===== src/xcvr_ctrl_pkg.sv =====
// constants for the port 2 transceiver control register block
package xcvr_ctrl_pkg;
    localparam int ADDR_W = 8;
    // word index of the control register; its byte address is four times it
    localparam logic [ADDR_W-1:0] CTRL_INDEX = 8'h02;
    localparam logic [ADDR_W-1:0] CTRL_OFFSET = ADDR_W'(CTRL_INDEX * 4);
    localparam logic [ADDR_W-1:0] BASIC_OFFSET = 8'h10;
    localparam logic [ADDR_W-1:0] ADV_OFFSET = 8'h14;
    localparam logic [ADDR_W-1:0] STAT_OFFSET = 8'h18;
    localparam logic [15:0] CTRL_RESET = 16'h009f;
    localparam int BIT_LED_OFF = 15;
    localparam int BIT_TX_DIS = 14;
    localparam int BIT_RESTART_AN = 13;
    localparam int BIT_RSVD = 12;
    localparam int BIT_PWR_DOWN = 11;
    localparam int BIT_NO_AUTO_X = 10;
    localparam int BIT_FORCE_X = 9;
    localparam int BIT_FAR_LOOP = 8;
    localparam int BIT_AN_EN = 7;
    localparam int BIT_SPEED = 6;
    localparam int BIT_DUPLEX = 5;
    localparam int BIT_ADV_PAUSE = 4;
    localparam int BIT_ADV_100F = 3;
    localparam int BIT_ADV_100H = 2;
    localparam int BIT_ADV_10F = 1;
    localparam int BIT_ADV_10H = 0;
    // standard-view bit positions
    localparam int STD_LED_OFF = 0;
    localparam int STD_TX_DIS = 1;
    localparam int STD_RSVD = 2;
    localparam int STD_NO_AUTO_X = 3;
    localparam int STD_FORCE_X = 4;
    localparam int STD_DUPLEX = 8;
    localparam int STD_RESTART_AN = 9;
    localparam int STD_PWR_DOWN = 11;
    localparam int STD_AN_EN = 12;
    localparam int STD_SPEED = 13;
    localparam int STD_FAR_LOOP = 14;
    localparam int STD_ADV_10H = 5;
    localparam int STD_ADV_10F = 6;
    localparam int STD_ADV_100H = 7;
    localparam int STD_ADV_100F = 8;
    localparam int STD_ADV_PAUSE = 10;
    localparam logic [1:0] RESP_OKAY = 2'b00;
    localparam logic [1:0] RESP_SLVERR = 2'b10;
endpackage : xcvr_ctrl_pkg

===== src/mode_resolve.sv =====
// derives effective speed, duplex and crossover from control and link state
`timescale 1ns/100ps
`default_nettype none
module mode_resolve
    import xcvr_ctrl_pkg::*;
(
    input wire logic [15:0] ctrl,
    input wire logic an_done,
    input wire logic an_failed,
    input wire logic an_speed,
    input wire logic an_duplex,
    input wire logic auto_x_choice,
    output logic speed_100,
    output logic full_duplex,
    output logic mdix
);
    wire logic an_on = ctrl[BIT_AN_EN];
    assign speed_100 = an_on ? an_speed : ctrl[BIT_SPEED];
    // failed negotiation falls back to the forced duplex
    assign full_duplex = (an_on && an_done && !an_failed) ? an_duplex : ctrl[BIT_DUPLEX];
    assign mdix = ctrl[BIT_NO_AUTO_X] ? ctrl[BIT_FORCE_X] : auto_x_choice;
endmodule : mode_resolve
`default_nettype wire


===== src/port2_xcvr_ctrl.sv =====
// axi4-lite register block holding the port 2 transceiver control word
`timescale 1ns/100ps
`default_nettype none
// How it works
// - bit 15 set drives all four port 2 indicator pins high (off).
// - bit 14 set disables the port 2 transmitter.
// - writing 1 to bit 13 restarts auto-negotiation.
// - bit 10 set disables automatic crossover; reset value clear keeps it on.
// - with crossover auto off, bit 9 forces MDI-X mode.
// - bit 8 loops port 1 receive back at port 2 PMD/PMA to port 1.
// - bit 7 (reset 1) enables negotiation; else bits 6 and 5 decide.
// - negotiation off: bit 6 picks 100 or 10 Mbit/s.
// - negotiation off or failed: bit 5 picks full or half duplex.
// - bit 4 (reset 1) advertises pause capability.
// - bit 3 (reset 1) advertises 100 Mbit/s full duplex.
// - bit 2 (reset 1) advertises 100 Mbit/s half duplex.
// - bits 1 and 0 (reset 1) advertise 10 Mbit/s full and half.
module port2_xcvr_ctrl
    import xcvr_ctrl_pkg::*;
(
    input wire logic ref_clk,
    input wire logic reset_n,
    input wire logic [xcvr_ctrl_pkg::ADDR_W-1:0] s_axi_awaddr,
    input wire logic s_axi_awvalid,
    output logic s_axi_awready,
    input wire logic [31:0] s_axi_wdata,
    input wire logic [3:0] s_axi_wstrb,
    input wire logic s_axi_wvalid,
    output logic s_axi_wready,
    output logic [1:0] s_axi_bresp,
    output logic s_axi_bvalid,
    input wire logic s_axi_bready,
    input wire logic [xcvr_ctrl_pkg::ADDR_W-1:0] s_axi_araddr,
    input wire logic s_axi_arvalid,
    output logic s_axi_arready,
    output logic [31:0] s_axi_rdata,
    output logic [1:0] s_axi_rresp,
    output logic s_axi_rvalid,
    input wire logic s_axi_rready,
    input wire logic [3:0] link_indicators,
    input wire logic an_done,
    input wire logic an_failed,
    input wire logic an_speed,
    input wire logic an_duplex,
    input wire logic auto_x_choice,
    output logic [3:0] port2_indicator_pins,
    output logic tx_disable,
    output logic restart_an_pulse,
    output logic power_down,
    output logic far_end_loopback,
    output logic an_enable,
    output logic speed_100,
    output logic full_duplex,
    output logic mdix,
    output logic [15:0] advertise
);
    typedef enum logic [1:0] {W_IDLE = 2'b00, W_RESP = 2'b01} wr_state_t;

    // merges write strobes of the low two lanes into a 16-bit word
    function automatic logic [15:0] merge16(input logic [15:0] old, input logic [31:0] wd,
                                            input logic [3:0] st);
        logic [15:0] r;
        r = old;
        if (st[0])
            r[7:0] = wd[7:0];
        if (st[1])
            r[15:8] = wd[15:8];
        return r;
    endfunction : merge16

    // places the bits of a standard view back into the control word
    function automatic logic [15:0] from_basic(input logic [15:0] old, input logic [15:0] v);
        logic [15:0] r;
        r = old;
        r[BIT_LED_OFF] = v[STD_LED_OFF];
        r[BIT_TX_DIS] = v[STD_TX_DIS];
        r[BIT_RSVD] = v[STD_RSVD];
        r[BIT_NO_AUTO_X] = v[STD_NO_AUTO_X];
        r[BIT_FORCE_X] = v[STD_FORCE_X];
        r[BIT_DUPLEX] = v[STD_DUPLEX];
        r[BIT_RESTART_AN] = v[STD_RESTART_AN];
        r[BIT_PWR_DOWN] = v[STD_PWR_DOWN];
        r[BIT_AN_EN] = v[STD_AN_EN];
        r[BIT_SPEED] = v[STD_SPEED];
        r[BIT_FAR_LOOP] = v[STD_FAR_LOOP];
        return r;
    endfunction : from_basic

    function automatic logic [15:0] from_adv(input logic [15:0] old, input logic [15:0] v);
        logic [15:0] r;
        r = old;
        r[BIT_ADV_10H] = v[STD_ADV_10H];
        r[BIT_ADV_10F] = v[STD_ADV_10F];
        r[BIT_ADV_100H] = v[STD_ADV_100H];
        r[BIT_ADV_100F] = v[STD_ADV_100F];
        r[BIT_ADV_PAUSE] = v[STD_ADV_PAUSE];
        return r;
    endfunction : from_adv

    logic [15:0] ctrl_q;
    logic [15:0] ctrl_d;
    wr_state_t wr_state_q;
    logic aw_held_q;
    logic w_held_q;
    logic [ADDR_W-1:0] awaddr_q;
    logic [31:0] wdata_q;
    logic [3:0] wstrb_q;
    logic [1:0] bresp_q;
    // handshake outputs kept in flops so no port is a decode of state
    logic awready_q;
    logic wready_q;
    logic bvalid_q;
    logic arready_q;
    logic rvalid_q;
    logic [31:0] rdata_q;
    logic [1:0] rresp_q;
    logic [3:0] pins_q;
    logic tx_dis_q;
    logic restart_q;
    logic pwr_q;
    logic loop_q;
    logic an_q;
    logic speed_q;
    logic duplex_q;
    logic mdix_q;
    logic [15:0] adv_q;
    logic [15:0] basic_view;
    logic [15:0] adv_view;
    logic speed_w;
    logic duplex_w;
    logic mdix_w;

    view_map u_view_map (
        .ctrl(ctrl_q),
        .basic_view(basic_view),
        .adv_view(adv_view)
    );

    mode_resolve u_mode_resolve (
        .ctrl(ctrl_q),
        .an_done(an_done),
        .an_failed(an_failed),
        .an_speed(an_speed),
        .an_duplex(an_duplex),
        .auto_x_choice(auto_x_choice),
        .speed_100(speed_w),
        .full_duplex(duplex_w),
        .mdix(mdix_w)
    );

    // write side: address and data are latched independently, in any order
    wire logic aw_take = s_axi_awvalid && !aw_held_q && wr_state_q == W_IDLE;
    wire logic w_take = s_axi_wvalid && !w_held_q && wr_state_q == W_IDLE;
    wire logic have_aw = aw_held_q || aw_take;
    wire logic have_w = w_held_q || w_take;
    wire logic do_write = wr_state_q == W_IDLE && have_aw && have_w;
    wire logic [ADDR_W-1:0] wr_addr = aw_held_q ? awaddr_q : s_axi_awaddr;
    wire logic [31:0] wr_data = w_held_q ? wdata_q : s_axi_wdata;
    wire logic [3:0] wr_strb = w_held_q ? wstrb_q : s_axi_wstrb;
    wire logic wr_ctrl = do_write && wr_addr == CTRL_OFFSET;
    wire logic wr_basic = do_write && wr_addr == BASIC_OFFSET;
    wire logic wr_adv = do_write && wr_addr == ADV_OFFSET;
    wire logic wr_hit = wr_ctrl || wr_basic || wr_adv || (do_write && wr_addr == STAT_OFFSET);
    // restart is a write-one trigger: it self-clears one cycle after the write
    wire logic [15:0] ctrl_clr = {ctrl_q[15:14], 1'b0, ctrl_q[12:0]};
    wire logic [15:0] ctrl_wr = merge16(ctrl_clr, wr_data, wr_strb);
    wire logic [15:0] basic_wr = from_basic(ctrl_clr, merge16(basic_view, wr_data, wr_strb));
    wire logic [15:0] adv_wr = from_adv(ctrl_clr, merge16(adv_view, wr_data, wr_strb));

    // either view writes the same storage
    assign ctrl_d = wr_ctrl ? ctrl_wr : wr_basic ? basic_wr : wr_adv ? adv_wr : ctrl_clr;

    // read side
    wire logic ar_take = s_axi_arvalid && !rvalid_q;
    wire logic [15:0] status_view = {9'h000, an_failed, an_done, mdix_q, duplex_q, speed_q,
                                     an_q, pwr_q};
    wire logic rd_ctrl = s_axi_araddr == CTRL_OFFSET;
    wire logic rd_basic = s_axi_araddr == BASIC_OFFSET;
    wire logic rd_adv = s_axi_araddr == ADV_OFFSET;
    wire logic rd_stat = s_axi_araddr == STAT_OFFSET;
    wire logic rd_hit = rd_ctrl || rd_basic || rd_adv || rd_stat;
    wire logic [15:0] rd_word = rd_ctrl ? ctrl_q : rd_basic ? basic_view :
                                rd_adv ? adv_view : rd_stat ? status_view : 16'h0000;

    always_ff @(posedge ref_clk)
    begin
        if (!reset_n)
        begin
            ctrl_q <= CTRL_RESET;
            wr_state_q <= W_IDLE;
            aw_held_q <= 1'b0;
            w_held_q <= 1'b0;
            awaddr_q <= '0;
            wdata_q <= 32'h0000_0000;
            wstrb_q <= 4'h0;
            bresp_q <= RESP_OKAY;
            awready_q <= 1'b1;
            wready_q <= 1'b1;
            bvalid_q <= 1'b0;
        end
        else
        begin
            ctrl_q <= ctrl_d;
            if (aw_take && !do_write)
            begin
                aw_held_q <= 1'b1;
                awaddr_q <= s_axi_awaddr;
                awready_q <= 1'b0;
            end
            if (w_take && !do_write)
            begin
                w_held_q <= 1'b1;
                wdata_q <= s_axi_wdata;
                wstrb_q <= s_axi_wstrb;
                wready_q <= 1'b0;
            end
            case (wr_state_q)
                W_IDLE:
                begin
                    if (do_write)
                    begin
                        wr_state_q <= W_RESP;
                        aw_held_q <= 1'b0;
                        w_held_q <= 1'b0;
                        bresp_q <= wr_hit ? RESP_OKAY : RESP_SLVERR;
                        bvalid_q <= 1'b1;
                        awready_q <= 1'b0;
                        wready_q <= 1'b0;
                    end
                end
                W_RESP:
                begin
                    if (s_axi_bready)
                    begin
                        wr_state_q <= W_IDLE;
                        bvalid_q <= 1'b0;
                        awready_q <= 1'b1;
                        wready_q <= 1'b1;
                    end
                end
                default:
                    wr_state_q <= W_IDLE;
            endcase
        end
    end

    always_ff @(posedge ref_clk)
    begin
        if (!reset_n)
        begin
            rvalid_q <= 1'b0;
            arready_q <= 1'b1;
            rdata_q <= 32'h0000_0000;
            rresp_q <= RESP_OKAY;
        end
        else if (ar_take)
        begin
            rvalid_q <= 1'b1;
            arready_q <= 1'b0;
            rdata_q <= {16'h0000, rd_word};
            rresp_q <= rd_hit ? RESP_OKAY : RESP_SLVERR;
        end
        else if (s_axi_rready)
        begin
            rvalid_q <= 1'b0;
            arready_q <= 1'b1;
        end
    end

    // registered transceiver controls; one cycle behind the control word
    always_ff @(posedge ref_clk)
    begin
        if (!reset_n)
        begin
            pins_q <= 4'hf;
            tx_dis_q <= 1'b0;
            restart_q <= 1'b0;
            pwr_q <= 1'b0;
            loop_q <= 1'b0;
            an_q <= 1'b1;
            speed_q <= 1'b0;
            duplex_q <= 1'b0;
            mdix_q <= 1'b0;
            adv_q <= 16'h0000;
        end
        else
        begin
            pins_q <= ctrl_q[BIT_LED_OFF] ? 4'hf : link_indicators;
            tx_dis_q <= ctrl_q[BIT_TX_DIS] | ctrl_q[BIT_PWR_DOWN];
            restart_q <= ctrl_q[BIT_RESTART_AN];
            pwr_q <= ctrl_q[BIT_PWR_DOWN];
            loop_q <= ctrl_q[BIT_FAR_LOOP];
            an_q <= ctrl_q[BIT_AN_EN];
            speed_q <= speed_w;
            duplex_q <= duplex_w;
            mdix_q <= mdix_w;
            adv_q <= adv_view;
        end
    end

    assign s_axi_awready = awready_q;
    assign s_axi_wready = wready_q;
    assign s_axi_bvalid = bvalid_q;
    assign s_axi_bresp = bresp_q;
    assign s_axi_arready = arready_q;
    assign s_axi_rvalid = rvalid_q;
    assign s_axi_rdata = rdata_q;
    assign s_axi_rresp = rresp_q;
    assign port2_indicator_pins = pins_q;
    assign tx_disable = tx_dis_q;
    assign restart_an_pulse = restart_q;
    assign power_down = pwr_q;
    assign far_end_loopback = loop_q;
    assign an_enable = an_q;
    assign speed_100 = speed_q;
    assign full_duplex = duplex_q;
    assign mdix = mdix_q;
    assign advertise = adv_q;
endmodule : port2_xcvr_ctrl
`default_nettype wire


===== src/view_map.sv =====
// maps the control word onto the standard basic and advert views
`timescale 1ns/100ps
`default_nettype none
module view_map
    import xcvr_ctrl_pkg::*;
(
    input wire logic [15:0] ctrl,
    output logic [15:0] basic_view,
    output logic [15:0] adv_view
);
    assign basic_view = 16'(
        (32'(ctrl[BIT_LED_OFF]) << STD_LED_OFF) | (32'(ctrl[BIT_TX_DIS]) << STD_TX_DIS)
        | (32'(ctrl[BIT_RSVD]) << STD_RSVD) | (32'(ctrl[BIT_NO_AUTO_X]) << STD_NO_AUTO_X)
        | (32'(ctrl[BIT_FORCE_X]) << STD_FORCE_X) | (32'(ctrl[BIT_DUPLEX]) << STD_DUPLEX)
        | (32'(ctrl[BIT_RESTART_AN]) << STD_RESTART_AN)
        | (32'(ctrl[BIT_PWR_DOWN]) << STD_PWR_DOWN) | (32'(ctrl[BIT_AN_EN]) << STD_AN_EN)
        | (32'(ctrl[BIT_SPEED]) << STD_SPEED) | (32'(ctrl[BIT_FAR_LOOP]) << STD_FAR_LOOP));
    assign adv_view = 16'(
        (32'(ctrl[BIT_ADV_10H]) << STD_ADV_10H) | (32'(ctrl[BIT_ADV_10F]) << STD_ADV_10F)
        | (32'(ctrl[BIT_ADV_100H]) << STD_ADV_100H) | (32'(ctrl[BIT_ADV_100F]) << STD_ADV_100F)
        | (32'(ctrl[BIT_ADV_PAUSE]) << STD_ADV_PAUSE));
endmodule : view_map
`default_nettype wire


===== config.mk =====
export PLATFORM = sky130hd
export DESIGN_NAME = port2_xcvr_ctrl
export DESIGN_NICKNAME = d
export VERILOG_FILES = /design/src/xcvr_ctrl_pkg.sv /design/src/mode_resolve.sv /design/src/port2_xcvr_ctrl.sv /design/src/view_map.sv
export SDC_FILE = /design/constraint.sdc
export NUM_CORES = 1
export LEC_CHECK = 0
export BUFFER_PORTS_ARGS = -buffer_cell sky130_fd_sc_hd__buf_2
export CORE_MARGIN = 2
export CORE_UTILIZATION = 40
export DETAILED_ROUTE_END_ITERATION = 16
export PLACE_DENSITY = 0.66
export RECOVER_POWER = 50
export SLEW_MARGIN = 20
export SYNTH_ARGS = -nofsm -noshare
export SYNTH_HDL_FRONTEND = slang
export SYNTH_SLANG_ARGS = --single-unit

===== constraint.sdc =====
create_clock -name ref_clk -period 2.45 [get_ports ref_clk]
set_input_delay 0.6125 -clock ref_clk [delete_from_list [all_inputs] [get_ports ref_clk]]
set_output_delay 0.6125 -clock ref_clk [all_outputs]
set_load 0.1 [all_outputs]

-- Word level (Yosys, flattened, before mapping)
Index checks and enable logic that the tools add are counted.
W data, S select, Z words.
- bits in read-only memories: 0
- memories: 0
- flip-flop bits (word level): 99
- RAM bits: 0
- input port bits: 68
- latch bits: 0
- eq/ne operators: 14
- bitwise operators: 16
- div/mod/pow operators: 0
- shifts and indexed selects: 0
- $add $sub $neg: 0
- order comparisons: 0
- multipliers: 0
- multiplexer cells: 45
- reductions and logical operators: 40
- operators with widths (cell ; count):
    $mux W16 ; 6
    $eq A8 B5 Y1 const B ; 6
    $mux W8 ; 4
    $mux W1 ; 21
    $eq A8 B4 Y1 const B ; 2
    $or A16 B10 Y16 ; 1
    $or A16 B12 Y16 ; 1
    $or A16 B13 Y16 ; 1
    $or A16 B14 Y16 ; 1
    $or A16 B15 Y16 ; 1
    $or A16 B4 Y16 ; 1
    $or A16 B5 Y16 ; 1
    $or A16 B9 Y16 ; 1
    $logic_and A1 B1 Y1 ; 15
    $mux W7 ; 2
    $or A9 B11 Y11 ; 1
    $mux W2 ; 5
    $mux W5 ; 2
    $ne A2 B2 Y1 const B ; 5
    $or A8 B9 Y9 ; 1
    $logic_or A1 B1 Y1 ; 8
    $or A7 B8 Y8 ; 1
    $reduce_and A2 Y1 ; 4
    $reduce_bool A2 Y1 ; 4
    other kinds (13) ; 20

-- Longest topological paths before layout
- depth in word-level cells: 13
- mapped depth: 8
- depth with buffers taken out: 6

-- By module
A second synthesis with hierarchy kept.
- cell total of the unflattened synthesis: 508
- area total of the unflattened synthesis: 4817.1 um^2
- modules (own cells, without submodules) (module ; cells an instance ; area an instance (um^2) ; instances ; sequential area each (um^2)):
    port2_xcvr_ctrl ; 471 ; 4528.1 ; 1 ; 1901.8
    view_map ; 33 ; 244.0 ; 1 ; 0.0
    mode_resolve ; 4 ; 45.0 ; 1 ; 0.0

-- Least setup slack after synthesis
No wires, ideal clock.
- path type: register to register
- start: register wr_state_q[0]
- end: register ctrl_q[3]
- stages on the path, launching flop included: 8
- library setup time: 72 ps
- clock period less this slack: 2328 ps
- data arrival time: 2256 ps
- slack: 122 ps
- path through: dfxtp_1 o21ba_1 o21ai_1 or3_1 buf_2 a21boi_1 a21oi_1 mux2i_1
- word-level cells in the longest chain between the ends: 8
- elaborated cells on any way between the ends: 15
- classes of those cells: 2 x eq/ne; 1 x mux; 12 x reduce/logical
- RTL lines (what ; line ; RTL):
    start, declared ; port2_xcvr_ctrl.sv:102 ; wr_state_t wr_state_q;
    start signal, assigned ; port2_xcvr_ctrl.sv:190 ; wr_state_q <= W_IDLE;
    start signal, assigned ; port2_xcvr_ctrl.sv:222 ; wr_state_q <= W_RESP;
    start signal, assigned ; port2_xcvr_ctrl.sv:235 ; wr_state_q <= W_IDLE;
    $logic_not A2 Y1 (*) ; port2_xcvr_ctrl.sv:152, port2_xcvr_ctrl.sv:153, port2_xcvr_ctrl.sv:156 ;
    $logic_and A1 B1 Y1 ; port2_xcvr_ctrl.sv:152 ; wire logic aw_take = s_axi_awvalid && !aw_held_q && wr_state_q == W_IDLE;
    $logic_or A1 B1 Y1 ; port2_xcvr_ctrl.sv:154 ; wire logic have_aw = aw_held_q || aw_take;
    $logic_and A1 B1 Y1 ; port2_xcvr_ctrl.sv:156 ; wire logic do_write = wr_state_q == W_IDLE && have_aw && have_w;
    $logic_and A1 B1 Y1 (*) ; port2_xcvr_ctrl.sv:156 ;
    $logic_and A1 B1 Y1, on equally long branches ; port2_xcvr_ctrl.sv:160, port2_xcvr_ctrl.sv:161, port2_xcvr_ctrl.sv:162 ;
    $ne A2 B2 Y1 (no line) / $reduce_bool A2 Y1 (equally long branches) ; -- ;
    $reduce_and A3 Y1 (no line) ; -- ;
    end signal, assigned ; port2_xcvr_ctrl.sv:203 ; ctrl_q <= ctrl_d;
    end, declared ; port2_xcvr_ctrl.sv:100 ; logic [15:0] ctrl_q;
Mark *: on every way between the ends. The rest lies on a longest branch, timed or not.
A chain may end at the register's enable or synchronous reset.

-- Final worst setup path
- start: register rdata_q[10], in the netlist s_axi_rdata[10]
- end: output s_axi_rdata[10]
- RTL lines (what ; line ; RTL):
    start, declared ; port2_xcvr_ctrl.sv:115 ; logic [31:0] rdata_q;
    start signal, assigned ; port2_xcvr_ctrl.sv:260 ; rdata_q <= {16'h0000, rd_word};
    end, declared ; port2_xcvr_ctrl.sv:36 ; output logic [31:0] s_axi_rdata,
No word-level cell between the ends.

==> results_dict.tcl <==
set metrics [dict create \
    hold_buffers 0 \
    fmax_mhz 454 \
    drc 0 \
    clock_sinks 84 \
    cp_max_fo 2 \
    cts_setup_buffers 0 \
    wl_per_cell_um 14.9 \
    min_period_over_period_pct 89.9 \
    cts_root_buffer "clkbuf_8" \
    r2r_end "ctrl_q[7]" \
    powerDensity_nw_per_um2 713 \
    worst_setup_path_start_kind "register" \
    die_area_um2 10700 \
    switching_share_pct 36.7 \
    synthesis.area_um2 3940 \
    ys_warn_count 0 \
    rrSetupSlack_ns 0.31 \
    tightest_slew_ns 1.18 \
    num_antenna_cells 0 \
    clk_pin_slew_ns 0.09 \
    hold_class "in2reg" \
    startpoint "s_axi_rdata[10]" \
    syn2layout_area_growth_pct 17.4 \
    required_ns 1.84 \
    gp_congestion 0.874 \
    routed_wl_mm 10.1 \
    status "complete, no violations" \
    grt_pass1_vias 3212 \
    cts_made_buffers 9 \
    tns_ns 0 \
    crit_cells 1 \
    layout_common_cells "84 x dfxtp_1, 50 x buf_2, 47 x nand2_1" \
    path_cells "buf_1" \
    worstHoldStart "link_indicators[3]" \
    hold_viol 0 \
    start_util_pct 40.6 \
    antenna_found_initial 0 \
    setup.worst_path.end "s_axi_rdata[10]" \
    slowest_delay_ns 0.87 \
    io_buffers 89 \
    async_reset_ff_share_pct 0 \
    min_period_ns 2.20 \
    die_h_um 103 \
    critPathBufInv 1 \
    ctsHtreeMaxLevel 3 \
    grt_max_degree 28 \
    pwr-share-comb_pct 25.0 \
    drt_iter0_drc 189 \
    synth_top_cell_by_area "dfxtp_1" \
    drive_gt1_share_pct 21.2 \
    tritoncts "done" \
    synth_cells 444 \
    synth_edf_count 0 \
    drtAntennaViolNets 0 \
    pwr-share-clk_pct 30.5 \
    drv_cap 0 \
    post_cts_resized 0 \
    die_w_um 103 \
    p_leak_nw 1.85 \
    rsz0062_at_grt "false" \
    cp_slowest_cell "buf_1" \
    synth-main-ff-cell "dfxtp_1" \
    ys_ff_latch 84 \
    worstSetupEndpointType "primary output" \
    drt_first_pass_iters 6 \
    worstSkewPairLatency_ns 0.36 \
    ir_drop_v 0.000313 \
    setup_viol_count_final 0 \
    intPower_w 0.00209 \
    drv_slew 0 \
    pwr-share-seq_pct 44.5 \
    ys_seq_area_share_pct 42.7 \
    synth_top_area_share_pct 42.7 \
    r2r-start "aw_held_q" \
    rows 36 \
    yosysUniqueCellTypes 60 \
    layout_commonest_cell "dfxtp_1" \
    worstSetupPathType "reg2out" \
    clockBufferDepth 2 \
    track_usage_pct 19.2 \
    syn_area_per_cell_um2 8.87 \
    vias_per_cell 5.11 \
    io_pins 137 \
    finalNetCount 606 \
    p_switching_w 0.00121 \
    design_area_um2 4620 \
    vias 3456 \
    rr_worst_depth 6 \
    grt_pass1_wl_mm 15.8 \
    dp_hpwl_mm 7.53 \
    critPathTopFamily "buffers and inverters" \
    ys_top_cells_by_area "dfxtp_1 43%, mux2i_1 6.6%, buf_4 5.9%" \
    overflow 0 \
    postPlaceCellArea_um2 4470 \
    slew-limit-headroom_pct 21.5 \
    finClkSkew_ns 0.00827 \
    timing.hold.ws_ns 0.429 \
    crit_arrival_ns 1.59 \
    core_um2 9680 \
]
-- layer usage --
| metal | track usage [%] | share of wire, % |
|---|---|---|
| met1 | 25.3 | 46 |
| met2 | 30.7 | 46 |
| met3 | 3.23 | 6.3 |
| met4 | 9.11 | 1.5 |
| met5 | 0 | 0 |
-- registers in the layout, indices dropped and copies added, names as in the netlist, 2 cells and up --
name / flops
ctrl_q: 16
s_axi_rdata: 16
wdata_q: 16
awaddr_q: 8
advertise: 5
port2_indicator_pins: 4
wstrb_q: 2
-- synthesized netlist by cell type, drive strengths merged (2+ instances only) --
cell and number:
inv 5, a21o 2, nor3 12, a22oi 5
a21oi 45, nand3 2, nor3b 2, nor4b 3
dfxtp 84, nand2b 6, nand2 47, mux2 7
a222oi 8, a211oi 3, clkbuf 14, o21ai 21
nor4 6, mux2i 26, nor2 46, buf 40
and2 8, nand3b 5, a31oi 3, or2 3
o22ai 5, a221oi 7, or3 6, nand4 3
-- metrics by stage --
| stage | instances | util (%) | setup WS [ns] | total power (W) |
|---|---|---|---|---|
| floorplan | 472 | - | 0.122 | 0.00221 |
| global placement | 660 | 46.1 | 0.0522 | 0.00232 |
| detailed placement | 660 | 46.1 | 0.0372 | 0.00233 |
| CTS | 676 | 48.2 | 0.349 | 0.00333 |
| global route | 676 | 47.7 | 0.164 | 0.00343 |
| finish | 676 | 47.7 | 0.246 | 0.00329 |
-- power groups by stage --
stage                     logic [W]  clock network, W  registers (W)
final                      0.000825           0.00100        0.00147
after global routing       0.000874           0.00108        0.00147
after CTS                  0.000837           0.00103        0.00147
after detailed placement   0.000835                 0        0.00150
after global placement     0.000827                 0        0.00149
after floorplan            0.000457                 0        0.00175
-- final cells by class --
cell class / count / area [µm²]
sequential: 84 / 1680
clock inverter: 5 / 60.1
clock buffer: 11 / 141
multi-input combinational: 329 / 2010
tap: 133 / 166
inverter: 5 / 18.8
fill: 977 / 5060
timing repair buffer: 109 / 547
-- logic make-up after synthesis --
kind of cell / after synthesis / share of synthesized area (%)
flip-flops: 84 / 42.7
AO/OA/AOI/OAI: 110 / 18.2
AND/OR/NAND/NOR: 155 / 20.9
buffers and inverters: 59 / 9.00
multiplexers: 33 / 8.61
other: 1 / 0.0953
XOR/XNOR: 2 / 0.445
-- worst min path at each step --
| stage | endpoint | cells after the start |
|---|---|---|
| after CTS | port2_indicator_pins[3] | 2 |
| final | port2_indicator_pins[3] | 2 |
| after global routing | port2_indicator_pins[1] | 2 |
| after global placement | wdata_q[9] | 2 |
| after floorplan | wdata_q[10] | 2 |
| after detailed placement | wdata_q[14] | 2 |
Note: power is estimated with default switching activity, not from simulation.
